### src/logic/osc_bank_params.svh
// constants of the oscillator indirect register bank
`ifndef OSC_BANK_PARAMS_SVH
`define OSC_BANK_PARAMS_SVH

// serial frame layout: read flag, 7-bit address, 24-bit data, msb first
`define OSC_FRAME_BITS 6'h20
`define OSC_FRAME_CNT_W 6
`define OSC_FRAME_ADDR_W 7
`define OSC_FRAME_DATA_W 24
`define OSC_FRAME_CNT_MAX 6'h3F

// synthesizer register that carries the indirect oscillator word
`define OSC_INDIRECT_ADDR 7'h05

// indirect word fields
`define OSC_ID_MSB 2
`define OSC_ID_LSB 0
`define OSC_ADDR_MSB 6
`define OSC_ADDR_LSB 3
`define OSC_DATA_MSB 15
`define OSC_DATA_LSB 7
`define OSC_TARGET_ID 3'h0

// oscillator register addresses
`define OSC_REG_TUNING 4'h0
`define OSC_REG_POWER 4'h1
`define OSC_REG_DIVIDER 4'h2
`define OSC_REG_COUNT 3

// reset values (tuning holds subband 16 in bits 8:1)
`define OSC_TUNING_RESET 9'h020
`define OSC_POWER_RESET 9'h000
`define OSC_DIVIDER_RESET 9'h000
`define OSC_SUBBAND_RESET 8'h10
`define OSC_MAIN_DBM_BASE 3'h2
`define OSC_DIV_DBM_RESET 4'hC
// pin idle levels {select_n, data, clock}
`define OSC_PIN_IDLE 3'h4

// reserved fields that the host keeps at zero
`define OSC_POWER_RSVD_MASK 9'h080
`define OSC_DIVIDER_RSVD_MASK 9'h1F0

// special codes
`define OSC_BIAS_LOW_CURRENT 3'h0
`define OSC_BIAS_HIGH_PERF 3'h7
`define OSC_DIV_BYPASS 3'h7

`endif

### src/logic/osc_bank_pkg.sv
// types of the oscillator indirect register bank
package osc_bank_pkg;

  typedef struct packed {
    logic rnw;
    logic [6:0] addr;
    logic [23:0] data;
  } spi_frame_s;

  typedef struct packed {
    logic [7:0] unused;
    logic [8:0] data;
    logic [3:0] reg_addr;
    logic [2:0] id;
  } indirect_word_s;

  typedef struct packed {
    logic tune_source_select;
    logic [7:0] subband_select;
    logic [1:0] main_output_level;
    logic [2:0] oscillator_bias_level;
    logic [1:0] divided_output_level;
    logic divider_enable;
    logic [2:0] output_division_code;
    logic oscillator_powerdown;
  } osc_config_s;

  typedef enum logic [1:0] {
    ST_IDLE = 2'b00,
    ST_SHIFT = 2'b01,
    ST_COMMIT = 2'b10
  } frame_state_e;

  typedef logic [8:0] osc_word_t;

endpackage

### src/logic/osc_reg_store.sv
// storage of the three write-only oscillator registers
`timescale 1ns/1ps
`include "osc_bank_params.svh"

module osc_reg_store
(
  // clock and reset
  input wire logic clk,
  input wire logic rst,
  // write port
  input wire logic wr_en,
  input wire logic [3:0] wr_addr,
  input wire osc_bank_pkg::osc_word_t wr_data,
  // registered contents
  output osc_bank_pkg::osc_word_t words [`OSC_REG_COUNT]
);
  import osc_bank_pkg::*;

  localparam osc_word_t RESET_WORDS [`OSC_REG_COUNT] =
    '{`OSC_TUNING_RESET, `OSC_POWER_RESET, `OSC_DIVIDER_RESET};

  genvar i;
  generate
    for (i = 0; i < `OSC_REG_COUNT; i++)
    begin : g_entry
      // an address outside the bank selects no entry
      wire sel = wr_en && (wr_addr == 4'(i));
      always_ff @(posedge clk)
      begin
        if (rst)
          words[i] <= RESET_WORDS[i];
        else if (sel)
          words[i] <= wr_data;
      end
    end
  endgenerate

endmodule

### src/logic/osc_indirect_bank.sv
// oscillator indirect register bank behind the three-wire serial port
// Function
// - oscillator registers reached only through register 0x05
// - word bits 2:0 select subsystem, 000b oscillator
// - word bits 6:3 address the oscillator register
// - word bits 15:7 are data bits 8:0
// - tuning bit 0 picks internal or pin tune
// - tuning bits 8:1 subband, default 16
// - power bits 1:0 main level 2..5 dBm
// - power bits 4:2 bias, 0 low, 7 high
// - power bits 6:5 divided output level
// - power bit 8 enables divider and buffer
// - division ratio applies only while divider enabled
// - divider bits 2:0 ratio, 7 bypasses divider
// - divider bit 3 powers oscillator down
// - registers are write-only, no readback
`timescale 1ns/1ps
`include "osc_bank_params.svh"

module osc_indirect_bank
(
  // clock and reset
  input wire logic CLK_SYS,
  input wire logic RST,
  // three-wire serial port
  input wire logic SPI_CLK,
  input wire logic SPI_DATA,
  input wire logic SPI_SEL_N,
  // oscillator settings
  output osc_bank_pkg::osc_config_s OSC_CONFIG,
  // decoded controls
  output logic PRIMARY_OUTPUT_ENABLE,
  output logic DIVIDED_OUTPUT_ENABLE,
  output logic [2:0] DIVIDE_LOG2,
  output logic [2:0] MAIN_OUTPUT_DBM,
  output logic signed [3:0] DIVIDED_OUTPUT_DBM,
  output logic BIAS_HIGH_PERF,
  output logic BIAS_LOW_CURRENT,
  // write events
  output logic WRITE_DONE,
  output logic WRITE_IGNORED,
  output logic RESERVED_WRITE,
  output logic FRAME_ERROR
);
  import osc_bank_pkg::*;

  ////////////////////////////////////////////////////////////////////////////
  // pin synchronisers; the third stage only feeds edge detection
  // reset at the idle pin levels so release shows no false edge

  logic [2:0] pin_meta;
  logic [2:0] pin_sync;
  logic [2:0] pin_last;

  always_ff @(posedge CLK_SYS)
  begin
    if (RST)
    begin
      pin_meta <= `OSC_PIN_IDLE;
      pin_sync <= `OSC_PIN_IDLE;
      pin_last <= `OSC_PIN_IDLE;
    end
    else
    begin
      pin_meta <= {SPI_SEL_N, SPI_DATA, SPI_CLK};
      pin_sync <= pin_meta;
      pin_last <= pin_sync;
    end
  end

  wire sclk_rise = pin_sync[0] && !pin_last[0];
  wire sdi_bit = pin_sync[1];
  wire sel_active = !pin_sync[2];
  wire sel_fall = !pin_sync[2] && pin_last[2];
  wire sel_rise = pin_sync[2] && !pin_last[2];

  ////////////////////////////////////////////////////////////////////////////
  // frame capture

  frame_state_e state;
  frame_state_e next_state;
  logic [31:0] shift;
  logic [`OSC_FRAME_CNT_W-1:0] bit_count;
  spi_frame_s frame;

  always_comb
  begin
    next_state = state;
    case (state)
      ST_IDLE:
        if (sel_fall)
          next_state = ST_SHIFT;
      ST_SHIFT:
        if (sel_rise)
          next_state = ST_COMMIT;
      ST_COMMIT:
        next_state = ST_IDLE;
      default:
        next_state = ST_IDLE;
    endcase
  end

  always_ff @(posedge CLK_SYS)
  begin
    if (RST)
      state <= ST_IDLE;
    else
      state <= next_state;
  end

  // bits beyond the frame length roll out and mark the frame bad;
  // the count sticks at its top so a long frame cannot wrap back to 32
  wire count_full = (bit_count == `OSC_FRAME_BITS);
  wire count_top = (bit_count == `OSC_FRAME_CNT_MAX);
  wire [`OSC_FRAME_CNT_W-1:0] next_bit_count = count_top ? bit_count : bit_count + 6'h01;
  wire take_bit = (state == ST_SHIFT) && sel_active && sclk_rise;
  // a frame is judged once, in the single commit cycle after select rises
  wire frame_end = (state == ST_SHIFT) && sel_rise;
  wire in_commit = (state == ST_COMMIT);

  always_ff @(posedge CLK_SYS)
  begin
    if (RST)
    begin
      shift <= 32'h0000_0000;
      bit_count <= '0;
    end
    else if (sel_fall)
    begin
      shift <= 32'h0000_0000;
      bit_count <= '0;
    end
    else if (take_bit)
    begin
      shift <= {shift[30:0], sdi_bit};
      bit_count <= next_bit_count;
    end
  end

  always_ff @(posedge CLK_SYS)
  begin
    if (RST)
      frame <= '0;
    else if (frame_end)
      frame <= shift;
  end

  logic frame_len_ok;

  always_ff @(posedge CLK_SYS)
  begin
    if (RST)
      frame_len_ok <= 1'b0;
    else if (frame_end)
      frame_len_ok <= count_full;
  end

  ////////////////////////////////////////////////////////////////////////////
  // indirect decode

  indirect_word_s word;
  assign word = frame.data;

  // reads fall through here: the bank has no readback path
  wire is_commit = in_commit && frame_len_ok && !frame.rnw;
  wire hits_indirect = is_commit && (frame.addr == `OSC_INDIRECT_ADDR);
  wire id_match = (word.id == `OSC_TARGET_ID);
  wire store_write = hits_indirect && id_match;
  wire [3:0] store_addr = word.reg_addr;
  osc_word_t store_data;
  assign store_data = word.data;

  // host keeps reserved bits at zero; a breach is flagged, not blocked
  wire power_rsvd = (store_addr == `OSC_REG_POWER) &&
    ((store_data & `OSC_POWER_RSVD_MASK) != 9'h000);
  wire divider_rsvd = (store_addr == `OSC_REG_DIVIDER) &&
    ((store_data & `OSC_DIVIDER_RSVD_MASK) != 9'h000);

  osc_word_t words [`OSC_REG_COUNT];

  // addresses 3 and up pulse the done flag but land in no entry
  osc_reg_store u_store
  (
    .clk(CLK_SYS),
    .rst(RST),
    .wr_en(store_write),
    .wr_addr(store_addr),
    .wr_data(store_data),
    .words(words)
  );

  ////////////////////////////////////////////////////////////////////////////
  // field extraction

  osc_word_t tuning;
  osc_word_t power;
  osc_word_t divider;
  assign tuning = words[0];
  assign power = words[1];
  assign divider = words[2];

  wire tune_src = tuning[0];
  wire [7:0] subband = tuning[8:1];
  wire [1:0] main_level = power[1:0];
  wire [2:0] bias_level = power[4:2];
  wire [1:0] div_level = power[6:5];
  wire div_enable = power[8];
  wire [2:0] div_code = divider[2:0];
  wire osc_pd = divider[3];

  // named next values keep the output registers plain copies
  wire next_primary_en = !osc_pd;
  wire next_divided_en = div_enable && !osc_pd;
  wire next_bias_high = (bias_level == `OSC_BIAS_HIGH_PERF);
  wire next_bias_low = (bias_level == `OSC_BIAS_LOW_CURRENT);

  // code 0 divides by 128, each step halves, 7 is bypass
  wire [2:0] next_log2 = div_enable ? (3'h7 - div_code) : 3'h0;
  wire [2:0] next_main_dbm = 3'(main_level) + `OSC_MAIN_DBM_BASE;
  logic signed [3:0] next_div_dbm;

  always_comb
  begin
    // codes 1 and 2 give the same level
    case (div_level)
      2'h0: next_div_dbm = -4'sh4;
      2'h1: next_div_dbm = 4'sh0;
      2'h2: next_div_dbm = 4'sh0;
      2'h3: next_div_dbm = 4'sh3;
      default: next_div_dbm = 4'sh0;
    endcase
  end

  osc_config_s next_config;
  assign next_config = '{
    tune_source_select: tune_src,
    subband_select: subband,
    main_output_level: main_level,
    oscillator_bias_level: bias_level,
    divided_output_level: div_level,
    divider_enable: div_enable,
    output_division_code: div_code,
    oscillator_powerdown: osc_pd
  };

  ////////////////////////////////////////////////////////////////////////////
  // registered outputs
  // reset values equal what the reset words decode to

  always_ff @(posedge CLK_SYS)
  begin
    if (RST)
    begin
      OSC_CONFIG <= '{subband_select: `OSC_SUBBAND_RESET, default: '0};
      PRIMARY_OUTPUT_ENABLE <= 1'b1;
      DIVIDED_OUTPUT_ENABLE <= 1'b0;
      DIVIDE_LOG2 <= 3'h0;
      MAIN_OUTPUT_DBM <= `OSC_MAIN_DBM_BASE;
      DIVIDED_OUTPUT_DBM <= `OSC_DIV_DBM_RESET;
      BIAS_HIGH_PERF <= 1'b0;
      BIAS_LOW_CURRENT <= 1'b1;
    end
    else
    begin
      OSC_CONFIG <= next_config;
      PRIMARY_OUTPUT_ENABLE <= next_primary_en;
      DIVIDED_OUTPUT_ENABLE <= next_divided_en;
      DIVIDE_LOG2 <= next_log2;
      MAIN_OUTPUT_DBM <= next_main_dbm;
      DIVIDED_OUTPUT_DBM <= next_div_dbm;
      BIAS_HIGH_PERF <= next_bias_high;
      BIAS_LOW_CURRENT <= next_bias_low;
    end
  end

  // pulse sources, all decided in the commit cycle
  wire next_ignored = hits_indirect && !id_match;
  wire next_reserved = store_write && (power_rsvd || divider_rsvd);
  wire next_frame_error = in_commit && !frame_len_ok;

  // one-cycle event pulses, aligned with the store update
  always_ff @(posedge CLK_SYS)
  begin
    if (RST)
    begin
      WRITE_DONE <= 1'b0;
      WRITE_IGNORED <= 1'b0;
      RESERVED_WRITE <= 1'b0;
      FRAME_ERROR <= 1'b0;
    end
    else
    begin
      WRITE_DONE <= store_write;
      WRITE_IGNORED <= next_ignored;
      RESERVED_WRITE <= next_reserved;
      FRAME_ERROR <= next_frame_error;
    end
  end

endmodule

### config.mk
export PLATFORM = sky130hd
export DESIGN_NAME = osc_indirect_bank
export DESIGN_NICKNAME = d
export VERILOG_FILES = /design/src/logic/osc_bank_pkg.sv /design/src/logic/osc_reg_store.sv /design/src/logic/osc_indirect_bank.sv
export VERILOG_INCLUDE_DIRS = /design/src /design/src/logic
export SDC_FILE = /design/constraint.sdc
export NUM_CORES = 1
export LEC_CHECK = 0
export CAP_MARGIN = 20
export CELL_PAD_IN_SITES_DETAIL_PLACEMENT = 1
export CELL_PAD_IN_SITES_GLOBAL_PLACEMENT = 2
export CORE_MARGIN = 5
export CORE_UTILIZATION = 38
export CTS_CLUSTER_DIAMETER = 60
export DETAILED_ROUTE_END_ITERATION = 10
export DONT_BUFFER_PORTS = 1
export PLACE_DENSITY_LB_ADDON = 0.1
export RECOVER_POWER = 25
export SYNTH_ARGS = -nofsm -noshare
export SYNTH_HDL_FRONTEND = slang
export SYNTH_SLANG_ARGS = --single-unit
### constraint.sdc
create_clock -name CLK_SYS -period 2.15 [get_ports CLK_SYS]
set_input_delay 0 -clock CLK_SYS [delete_from_list [all_inputs] [get_ports CLK_SYS]]
set_output_delay 0 -clock CLK_SYS [all_outputs]
set_load 0.02 [all_outputs]
Word-level counts from Yosys, hierarchy flattened
Index checks and enable logic that the tools add are counted.
Word-level totals
  bits in registers: 135
  word-level logic and storage cells: 92
  output and inout port bits: 39
Operators by class
  bitwise gates (word level): 2
  multiplexer cells: 4
  add/sub/neg operators: 3
  reductions and logical operators: 38
  equality and inequality tests: 13
Operators with widths (number)
  logical AND 1 bit: 19
  equality test 6 bit, second input constant: 2
  case mux 4 bit (3 select lines): 1
  nonzero test 9 bit: 1
  equality test 7 x 3 -> 1 bit, second input constant: 1
  logical NOT 1 bit: 7
  adder 6 x 1 -> 6 bit, second input constant: 1
  equality test 2 bit, second input constant: 3
  logical NOT 3 bit: 2
  OR reduction 2 bit: 3
  equality test 2 x 1 -> 1 bit, second input constant: 2
  equality test 4 x 1 -> 1 bit, second input constant: 1
  equality test 4 x 2 -> 1 bit, second input constant: 1
  logical NOT 2 bit: 2
  logical NOT 4 bit: 1
  2-to-1 mux 2 bit: 2
  != test 2 bit, second input constant: 2
  case mux 2 bit (2 select lines): 1
  AND reduction 2 bit: 2
  adder 2 x 2 -> 3 bit, second input constant: 1
  equality test 3 bit, second input constant: 1
  subtractor 3 bit, first input constant: 1
  NOT 1 bit: 2
  logical OR 1 bit: 1

Depth between registers and ports, before layout
Gate-level depths: netlist (run 1).
  word-level depth: 6
  depth in mapped cells: 6
  mapped depth without buffers: 5

Cells and area by module
Synthesis (run 1) repeated with hierarchy kept, for this count alone.
Second synthesis, totals
  cells, all modules: 508
  area, all modules: 4753.3 um^2
Modules (own cells, without submodules)
  osc_indirect_bank: instances 1, seq. area each 2162.1 um^2, cells an instance 403, area each 3609.7 um^2
  osc_reg_store: instances 1, seq. area each 540.5 um^2, cells an instance 105, area each 1143.6 um^2

Worst setup path before layout (run 1)
Ideal clock, no wire load.
  path kind: register to register
  start point: register frame[28] (netlist name)
  end point: register u_store.words[12] (netlist name)
  cell stages (with the launch flop): 6
  slack: 0.644 ns
  clock period less this slack: 1.506 ns
  required time: 2.081 ns
  data arrival time: 1.437 ns
  setup time: 0.069 ns
  cell sequence: dfxtp_1 > nor4b_2 > nand4_2 > or3b_1 > buf_2 > o21ai_1
Between the ends
  cells in the longest elaborated chain, start to end: 4
Ends and longest elaborated chain
  from (decl): line osc_indirect_bank.sv:84  | spi_frame_s frame;
  from (signal assigned): line osc_indirect_bank.sv:145  | frame <= shift;
  equality test 7 x 3 -> 1 bit (no source line)
  logical AND 1 bit: line osc_indirect_bank.sv:166  | wire hits_indirect = is_commit && (frame.addr == `OSC_INDIRECT_ADDR);
  logical AND 1 bit: line osc_indirect_bank.sv:168  | wire store_write = hits_indirect && id_match;
  logical AND 1 bit: line osc_reg_store.sv:27  | wire sel = wr_en && (wr_addr == 4'(i));
  to (signal, indexed assignment): line osc_reg_store.sv:31  | words[i] <= RESET_WORDS[i];
  to (signal, indexed assignment): line osc_reg_store.sv:33  | words[i] <= wr_data;
  to (decl): line osc_reg_store.sv:15  | output osc_bank_pkg::osc_word_t words [`OSC_REG_COUNT]
No other way between the ends.
A chain may end at the register's enable or synchronous reset.

Worst setup path after layout (run 1)
  start point: register frame[28] (netlist name)
  end point: register u_store.words[15] (netlist name)
Same word-level chain as after synthesis.

==> run metrics, run 1 <==
status=completed; critical setup path kind=reg -> reg; syn_area_per_cell=~9 um2; vias in the first global route=3206; crit end category=flop; nets=between 400 and 500; Max-Cap Viols=0; Seq cells post-synth=129; Most used DFF post-synth=dfxtp_1; Num CTS Buffers=17; # port buffers=0; die extent in y=about 120 um; Max Clock Skew=6.643 ps; Synth Area in Compound Gates=0.1273; Synth cell types=38; H-Tree Depth=4; endpoints failing setup=0; most common cell after layout, fill and taps aside=dfxtp_1; pin count of the biggest net entering global routing=70; clock transition at the registers of the reported paths=60 ps; DRT Pass-1 Iters=4; worst slew pin tran=881.9 ps; fraction of the mapped netlist area in simple logic gates=0.2256; slowest cell on the critical path=or3b_1; starting density of the core=0.3856; number of enable flip-flop cells after synthesis=0; nature of the critical path startpoint=flop; CTS resizes=0; via/cell ratio=4.894; warnings from Yosys=0; core area=between 10000 and 15000 um2; root buffer cell=clkbuf_16; worst setup path start=frame[28]; area of the mapped netlist=4365 um2; CTS tree=built; drt wl/cell=approximately 15 um; Die ar.=around 14000 um2; initial antenna violation count=0; worst hold path class=in -> reg; Total Routed Length=9.396 mm; maximum fanout along the worst path=8; routed vias=3127; largest stage delay on the critical path=530 ps; area delta synth->final=17.23%; worst ir drop on vdd=a little over 600 uV; syn_nets=492; min-delay src=RST; DP Wirelength=6.207 mm; gpl congestion=a little over 0.7; post-route minimum period=1658 ps; mux cell area share after synthesis=0.004586; worst skew pair latency=410 ps; worst endpoint required time=~2500 ps; layout cells sized above 1=0.09879; Adder-Cell Fraction of Synth Area=0.008025; PwrDens=1043 nW/um2; fin crit share=0.7713; P_leak=1.767 nW; crit path cell chain=nor4b_2, nand4_2, or3b_1, o21ai_1; first-pass GRT wire length=~16 mm; number of DRC markers in iteration 0=about 130; I/O pins=between 40 and 50; commonest cells after routing, fill and taps aside=dfxtp_1 (129), nand2_1 (117), a21oi_1 (63); RSZ-0062 raised after global routing=false; clock tree buffer depth=2; ys async rst share=0; CTS sink count=129; Die X=~120 um; fin. max-slew vios=0; Routed Antenna Nets=0; num rows=39; post-layout util=0.4520; final hold violation count=0; Diodes inserted=0; Synth Instances=485; Slew HR=0.4121; Remaining Overflow, GRT=0; Synth Area in XOR/XNOR=0.002006; Overall Global Routing Usage=0.1529; WP data arrival=2000 ps; RR Startpoint=frame[28]; TNS Setup=0 ps; residual DRC count=0; main combinational cell family by area after synthesis=simple AND/OR/NAND/NOR gates; Achievable Freq=0.6030 GHz; Seq/Total Area, Yosys=0.5916
stage by stage:
step           worst slack (ps)  cell area (um2)  cells  hold slack (ps)  power [mW]
6_report                  491.6             5117    639            129.6       5.338
5_1_grt                   359.6             5117    639            185.4       5.539
4_1_cts                   448.3             5117    639            142.7       5.409
3_5_place_dp              455.8             4452    602            77.83       2.488
3_3_place_gp              520.5             4452    602            75.56       2.488
2_1_floorplan             644.2             4365    485            98.77       2.493
synthesized netlist by cell type, types with 4 or more instances:
cell,number,area share
dfxtp_1,129,0.59
nand2_1,117,0.10
a21oi_1,63,0.072
o21ai_1,31,0.036
clkbuf_1,23,0.020
nor2b_1,23,0.033
nand2b_1,14,0.020
nor2_1,12,0.010
inv_1,8,0.0069
o21ai_0,7,0.0080
buf_2,5,0.0057
or3_1,5,0.0072
buf_4,4,0.0069
nand3_1,4,0.0046
o31ai_1,4,0.0069
or2_2,4,0.0057
worst max-delay path: cells and delay by family, from the launching register on:
kind | cells | cell delay [ps]
AO/OA/AOI/OAI | 1 | 200
flip-flops | 1 | 320
AND/OR/NAND/NOR | 3 | 1070
registers in the layout, indices dropped and copies added, names as in the netlist, 2 cells and up:
name,flops
bit_count,6
DIVIDED_OUTPUT_DBM,2
word,16
pin_meta,3
u_store.words,21
DIVIDE_LOG2,3
OSC_CONFIG,21
state,2
pin_last,2
pin_sync,3
shift,32
frame,8
logic make-up after synthesis:
logic type,after synthesis
fa+ha+maj,3
simple gates,201
flops,129
compound gates,107
buf+inv,42
xor+xnor,1
mux,2
routing by layer:
metal / share of wire / global-route usage / vias up
met5: 0 / 0 / -
met4: 0.017 / 0.07110 / 0
met3: 0.037 / 0.04216 / 15
met2: 0.47 / 0.2523 / 48
met1: 0.48 / 0.1849 / 1468
li1: - / - / 1596
report_power, final:
part           switching (mW)  total [mW]  internal [mW]
Sequential            0.00416        2.40           2.40
Combinational          0.0414      0.0634         0.0219
Clock                   0.995        2.87           1.88
what timing repair did:
action	CTS	global route
hold endpoints to repair	91	0
buffers inserted	0	0
hold buffers	5	0
cell type report:
type / instances / area (um2)
clock buffer: 22 / 464.2
clock inverter: 10 / 133.9
inverter: 9 / 33.78
timing repair buffer: 12 / 120.1
sequential: 129 / 2582
fill: 1309 / 6203
tap: 143 / 178.9
multi-input combinational: 314 / 1604
final timing paths:
path                            slack, ps  depth (start not counted)           endpoint
worst max-delay path                  490                          4  u_store.words[15]
worst min-delay path                  130                          3       bit_count[5]
worst min register to register        410                          1     DIVIDE_LOG2[2]
worst max register to register        490                          4  u_store.words[15]
Note: power is estimated with default switching activity, not from simulation.
==> run 2: changes to the inputs <==
- ABC_AREA: default -> 1
- CORE_UTILIZATION: 38 -> 36
- clock period: 2.15 -> 1.65 ns (I/O delays scaled with it)
==> run metrics, run 2 <==
status=completed; Most used DFF post-synth=dfxtp_1; residual DRC count=0 (unchanged); max reg flops=32 (unchanged); critical setup path kind=reg -> reg; Die ar.=14720 um2 (+7.2%); layout cells sized above 1=0.09354 (-0.005253); nets=583 (+19%); RR Startpoint=frame_len_ok; initial antenna violation count=0 (unchanged); Overall Global Routing Usage=0.1427 (-0.01027); worst hold margin=233.4 ps (+103.8 ps); starting density of the core=0.3698 (-0.01580); final hold violation count=0 (unchanged); endpoints failing setup=0 (unchanged); Max Clock Skew=6.161 ps (-0.4824 ps); Slew HR=0.6696 (+0.2575); PnR worst setup slack=131.2 ps (-360.4 ps); first-pass GRT wire length=16.37 mm (+2.3%); crit path cell chain=nand3b_1, nor2_1, nand4_2, nand2_1, nand2_1, nor2_1; number of enable flip-flop cells after synthesis=0 (unchanged); RSZ-0062 raised after global routing=true; Largest Register=shift; DP Wirelength=6.589 mm (+6.1%); count leader, synth=nor2_1; Seq cells post-synth=129 (unchanged); Yosys top cell area share=0.5790 (-0.01261); worst path bufs/invs=0 (unchanged); Fill cells=1428 (+9.1%); num rows=40 (+2.6%); worst endpoint required time=2000 ps (-490 ps); Routed Antenna Nets=0 (unchanged); CTS sink count=129 (unchanged); Synth cell types=27 (-29%); Remaining Overflow, GRT=0 (unchanged); pin count of the biggest net entering global routing=36 (-49%); placed cell count=718 (+19%); WP data arrival=1870 ps (-130 ps); via/cell ratio=4.495 (-8.2%); routed vias=3398 (+8.7%); Total Routed Length=9.775 mm (+4.0%); commonest cells after routing, fill and taps aside=nor2_1 (182), dfxtp_1 (129), nand2_1 (69); gpl congestion=0.7213 (-0.84%); Die X=121.3 um (+3.5%); Setup crit end=u_store.words[9]; DRT Pass-1 Iters=4 (unchanged); PwrDens=1333 nW/um2 (+28%); worst slew pin tran=494.0 ps (-387.9 ps); post-route minimum period=1519 ps (-139.6 ps); worst ir drop on vdd=627.0 uV (+1.8%); worst setup path start=frame_len_ok; Reg2Reg Setup Slack=130 ps (-360 ps); clock tree buffer depth=2 (unchanged); core area=12060 um2 (+6.5%); area delta synth->final=20.06%; Diodes inserted=0 (unchanged); vias in the first global route=3358 (+4.7%); nature of the critical path startpoint=flop; non-filler cells, final=756 (+18%); dpl cell area=4638 um2 (+4.2%); synth top area cells=dfxtp_1 (58%), nor2_1 (15%), o21ai_0 (6.5%), nand2_1 (5.8%), inv_1 (4.0%); Post-synth top cells=nor2_1 (182), dfxtp_1 (129), nand2_1 (69); largest area contributor in the netlist=dfxtp_1; CP delay by family, top=simple AND/OR/NAND/NOR gates; largest stage delay on the critical path=370 ps (-160 ps); fin crit share=0.9205 (+0.1491); TNS Setup=0 ps (unchanged); area of the mapped netlist=4461 um2 (+2.2%); post-route cell area=5355 um2 (+4.6%); worst hold path class=in -> reg; Max-Cap Viols=0 (unchanged); Post-Place Worst Slack=140.7 ps (-315.1 ps); most common cell after layout, fill and taps aside=nor2_1; worst skew pair latency=410 ps (about the same); H-Tree Depth=4 (unchanged); P_leak=2.277 nW (+29%); Seq/Total Area, Yosys=0.5790 (-0.01261); Achievable Freq=0.6584 GHz (+9.2%); root buffer cell=clkbuf_16; I/O pins=44 (unchanged); CTS tree=built; drt wl/cell=12.93 um (-12%); warnings from Yosys=0 (unchanged); Crit path depth=6 (+2); syn_area_per_cell=7.881 um2 (-12%); Largest regs=shift x32, OSC_CONFIG x21, u_store.words x21; die extent in y=121.3 um (+3.5%); maximum fanout along the worst path=8 (unchanged); clock transition at the registers of the reported paths=50 ps (about the same); crit end category=flop; # port buffers=0 (unchanged); Reg2Reg Capture Point=u_store.words[9]; ys async rst share=0 (unchanged); Num CTS Buffers=17 (unchanged); syn_nets=573 (+16%); R2R cell count=6 (+2); number of DRC markers in iteration 0=133 (+6.4%); Synth Instances=566 (+17%); fin. max-slew vios=0 (unchanged); slowest cell on the critical path=dfxtp_1
==> run 2: changes by cell type after synthesis, sizes merged, moves of 7 or more <==
cell	change
nor2	+173
nand2	-48
a21oi	-47
inv	+41
nor2b	-23
o21ai	+20
nand2b	-14
clkbuf	-7
==> run 2: what timing repair did <==
action / in CTS / in global routing
endpoints found under the setup margin: 0 / 9
resized for setup: 0 / 3
hold buffers: 7 / 0
endpoints found under the hold margin: 56 / 0
buffers inserted: 0 / 0
==> run 2: how the worst min path moves through the flow <==
stage               startpoint          end  slack, ps  depth (start not counted)
finish               SPI_SEL_N  pin_meta[2]        230                          2
global route         SPI_SEL_N  pin_meta[2]        220                          2
CTS                  SPI_SEL_N  pin_meta[2]        220                          2
detailed placement         RST  pin_last[0]         80                          1
global placement           RST  pin_last[0]         80                          1
floorplan            SPI_SEL_N  pin_meta[2]        100                          1
==> run 2: through the flow <==
step / total power [mW] / utilization
6_report: 7.137 / 0.4440
5_1_grt: 7.407 / 0.4440
4_1_cts: 7.240 / 0.4428
3_5_place_dp: 3.319 / 0.3845
3_3_place_gp: 3.318 / 0.3845
2_1_floorplan: 3.296 / -
==> run 2: logic make-up (layout without fill, tap and decap cells) <==
logic type	after synthesis	in the layout	synth area share
simple gates	280	280	0.2550
flops	129	129	0.5790
buf+inv	77	99	0.06985
compound gates	76	76	0.08668
fa+ha+maj	2	2	0.005609
xor+xnor	2	2	0.003928
==> run 2: area by class of cell <==
| class | instances | area (um2) | share of cell area |
|---|---|---|---|
| repair buffers | 17 | 167.7 | 0.03131 |
| flip-flops and latches | 129 | 2582 | 0.4822 |
| multi-input cells | 360 | 1580 | 0.2951 |
| inverters | 51 | 191.4 | 0.03575 |
| well taps | 168 | 210.2 | 0.03925 |
| clock buffers | 22 | 494.2 | 0.09229 |
| clock inverters | 9 | 128.9 | 0.02407 |
==> run 2: power by group <==
part / internal (mW) / leakage [nW] / switching, mW
clock: 2.56 / 0.304 / 1.30
sequential: 3.13 / 1.04 / 0.00819
combinational: 0.0508 / 0.932 / 0.0906
total: 5.74 / 2.28 / 1.39
==> run 2: routing by layer <==
metal | global-route usage | part of all wire | wire length (um) | vias up
li1 | - | - | - | 1772
met5 | 0 | 0 | 0 | -
met1 | 0.1840 | 0.50 | 4857 | 1568
met3 | 0.05221 | 0.040 | 387 | 10
met2 | 0.2180 | 0.45 | 4404 | 48
met4 | 0.05322 | 0.013 | 125 | 0
==> run 3: changes to the inputs <==
- ABC_AREA: 1 -> default
- CORE_UTILIZATION: 36 -> 38
==> run metrics, run 3 (synthesized netlist as in run 1, its figures left out) <==
endpoints failing setup=0 (unchanged); non-filler cells, final=642 (-15%); Flop pwr share=0.438 (-0.002); nature of the critical path startpoint=flop; commonest cells after routing, fill and taps aside=dfxtp_1 (129), nand2_1 (117), a21oi_1 (63); Max Clock Skew=6.275 ps (+0.1141 ps); Die ar.=13730 um2 (-6.7%); Largest Register=shift; Overall Global Routing Usage=0.1586 (+0.01593); gpl congestion=0.7839 (+8.7%); status=completed; P_leak=1.816 nW (-20%); RSZ-0062 raised after global routing=true; PwrDens=1372 nW/um2 (+2.9%); core area=11320 um2 (-6.1%); Diodes inserted=0 (unchanged); TNS Setup=0 ps (unchanged); worst hold path class=in -> reg; CP delay by family, top=simple AND/OR/NAND/NOR gates; Slew HR=0.6977 (+0.02813); clock tree buffer depth=2 (unchanged); first-pass GRT wire length=16.48 mm (+0.64%); Num CTS Buffers=17 (unchanged); drt wl/cell=14.99 um (+16%); total power draw=7.160 mW (+0.31%); most common cell after layout, fill and taps aside=dfxtp_1; switching pwr=1.378 mW (-1.2%); DP Wirelength=6.188 mm (-6.1%); via/cell ratio=4.894 (+8.9%); worst endpoint required time=2000 ps (about the same); Routed Antenna Nets=0 (unchanged); Logic pwr share=0.012 (-0.008); residual DRC count=0 (unchanged); WP data arrival=1920 ps (+50 ps); clock transition at the registers of the reported paths=50 ps (about the same); CTS sink count=129 (unchanged); critical setup path kind=reg -> reg; switching share of total power=0.1925 (-0.002945); initial antenna violation count=0 (unchanged); worst ir drop on vdd=711.8 uV (+14%); maximum fanout along the worst path=8 (unchanged); worst hold margin=2.358 ps (-231.0 ps); number of DRC markers in iteration 0=223 (+68%); fin crit share=0.9525 (+0.03205); crit path cell chain=nor4b_2, nand4_2, or3b_1, o21ai_1; H-Tree Depth=4 (unchanged); slowest cell on the critical path=or3b_1; PnR worst setup slack=78.35 ps (-52.88 ps); I/O pins=44 (unchanged); vias in the first global route=3233 (-3.7%); DRT Pass-1 Iters=4 (unchanged); largest stage delay on the critical path=520 ps (+150 ps); placed cell count=606 (-16%); post-route minimum period=1572 ps (+52.88 ps); # port buffers=0 (unchanged); worst path bufs/invs=0 (unchanged); worst slew pin tran=449.3 ps (-44.74 ps); CTS tree=built; max reg flops=32 (unchanged); Achievable Freq=0.6363 GHz (-3.4%); area delta synth->final=19.55%; fin. max-slew vios=0 (unchanged); Post-Place Worst Slack=93.43 ps (-47.25 ps); pin count of the biggest net entering global routing=70 (+94%); worst skew pair latency=420 ps (about the same); Clock power frac=0.550 (+0.010); Total Routed Length=9.625 mm (-1.5%); routed vias=3142 (-7.5%); Largest regs=shift x32, OSC_CONFIG x21, u_store.words x21; Max-Cap Viols=0 (unchanged); num rows=39 (-2.5%); die extent in y=117.2 um (-3.4%); layout cells sized above 1=0.1122 (+0.01869); Die X=117.2 um (-3.4%); crit end category=flop; starting density of the core=0.3856 (+0.01580); final hold violation count=0 (unchanged); nets=494 (-15%); root buffer cell=clkbuf_16; Remaining Overflow, GRT=0 (unchanged); Pint=5.782 mW (+0.68%)
## run 3: changes by cell type in the layout (fill, tap and decap cells not counted), sizes merged, moves of 20 or more
| cell | change |
|---|---|
| o21ai | -20 |
| inv | -41 |
| a21oi | +47 |
| nor2b | +23 |
| nor2 | -173 |
| nand2 | +48 |
## run 3: final timing paths
path | startpoint | to | slack (ps) | depth (start not counted)
worst max-delay path | frame[28] | u_store.words[13] | 80 | 4
worst min-delay path | RST | bit_count[4] | 2 | 3
worst max register to register | frame[28] | u_store.words[13] | 80 | 4
worst min register to register | u_store.words[1] | DIVIDE_LOG2[1] | 400 | 1
## run 3: cell type report
type / instances / area (um2)
tap: 143 / 178.9
clock buffer: 20 / 466.7
timing repair buffer: 16 / 187.7
clock inverter: 11 / 160.2
multi-input combinational: 314 / 1609
inverter: 9 / 33.78
sequential: 129 / 2582
fill: 1292 / 6102
## run 3: through the flow
step                      cell area [um2]  utilization
final                                5219       0.4610
after global routing                 5219       0.4610
after CTS                            5214       0.4605
after detailed placement             4519       0.3992
after global placement               4519       0.3992
after floorplan                      4365            -
## run 3: per-layer routing
layer / vias to the layer above / GRT usage / share of wire
li1: 1609 / - / -
met1: 1469 / 0.1922 / 0.47
met2: 46 / 0.2549 / 0.47
met3: 18 / 0.04936 / 0.037
met4: 0 / 0.07798 / 0.023
met5: - / 0 / 0
## run 3: power by group through the flow
stage / clock (mW) / sequential, mW / combinational, mW
final: 3.94 / 3.13 / 0.0884
after global placement: 0 / 3.20 / 0.0494
after global routing: 4.20 / 3.13 / 0.0972
after detailed placement: 0 / 3.20 / 0.0498
after CTS: 4.02 / 3.13 / 0.0908
after floorplan: 0 / 3.20 / 0.0530
## run 3: what timing repair did
| action | 4_1_cts | 5_1_grt |
|---|---|---|
| setup endpoints to repair | 0 | 9 |
| hold buffers | 5 | 0 |
| resized for setup | 0 | 1 |
| buffers inserted | 0 | 0 |
| hold endpoints to repair | 91 | 0 |
## run 3: tightest hold or removal path, cell delays in order
cell	delay, ps
a21o_1	110
buf_12	200
a21oi_1	60
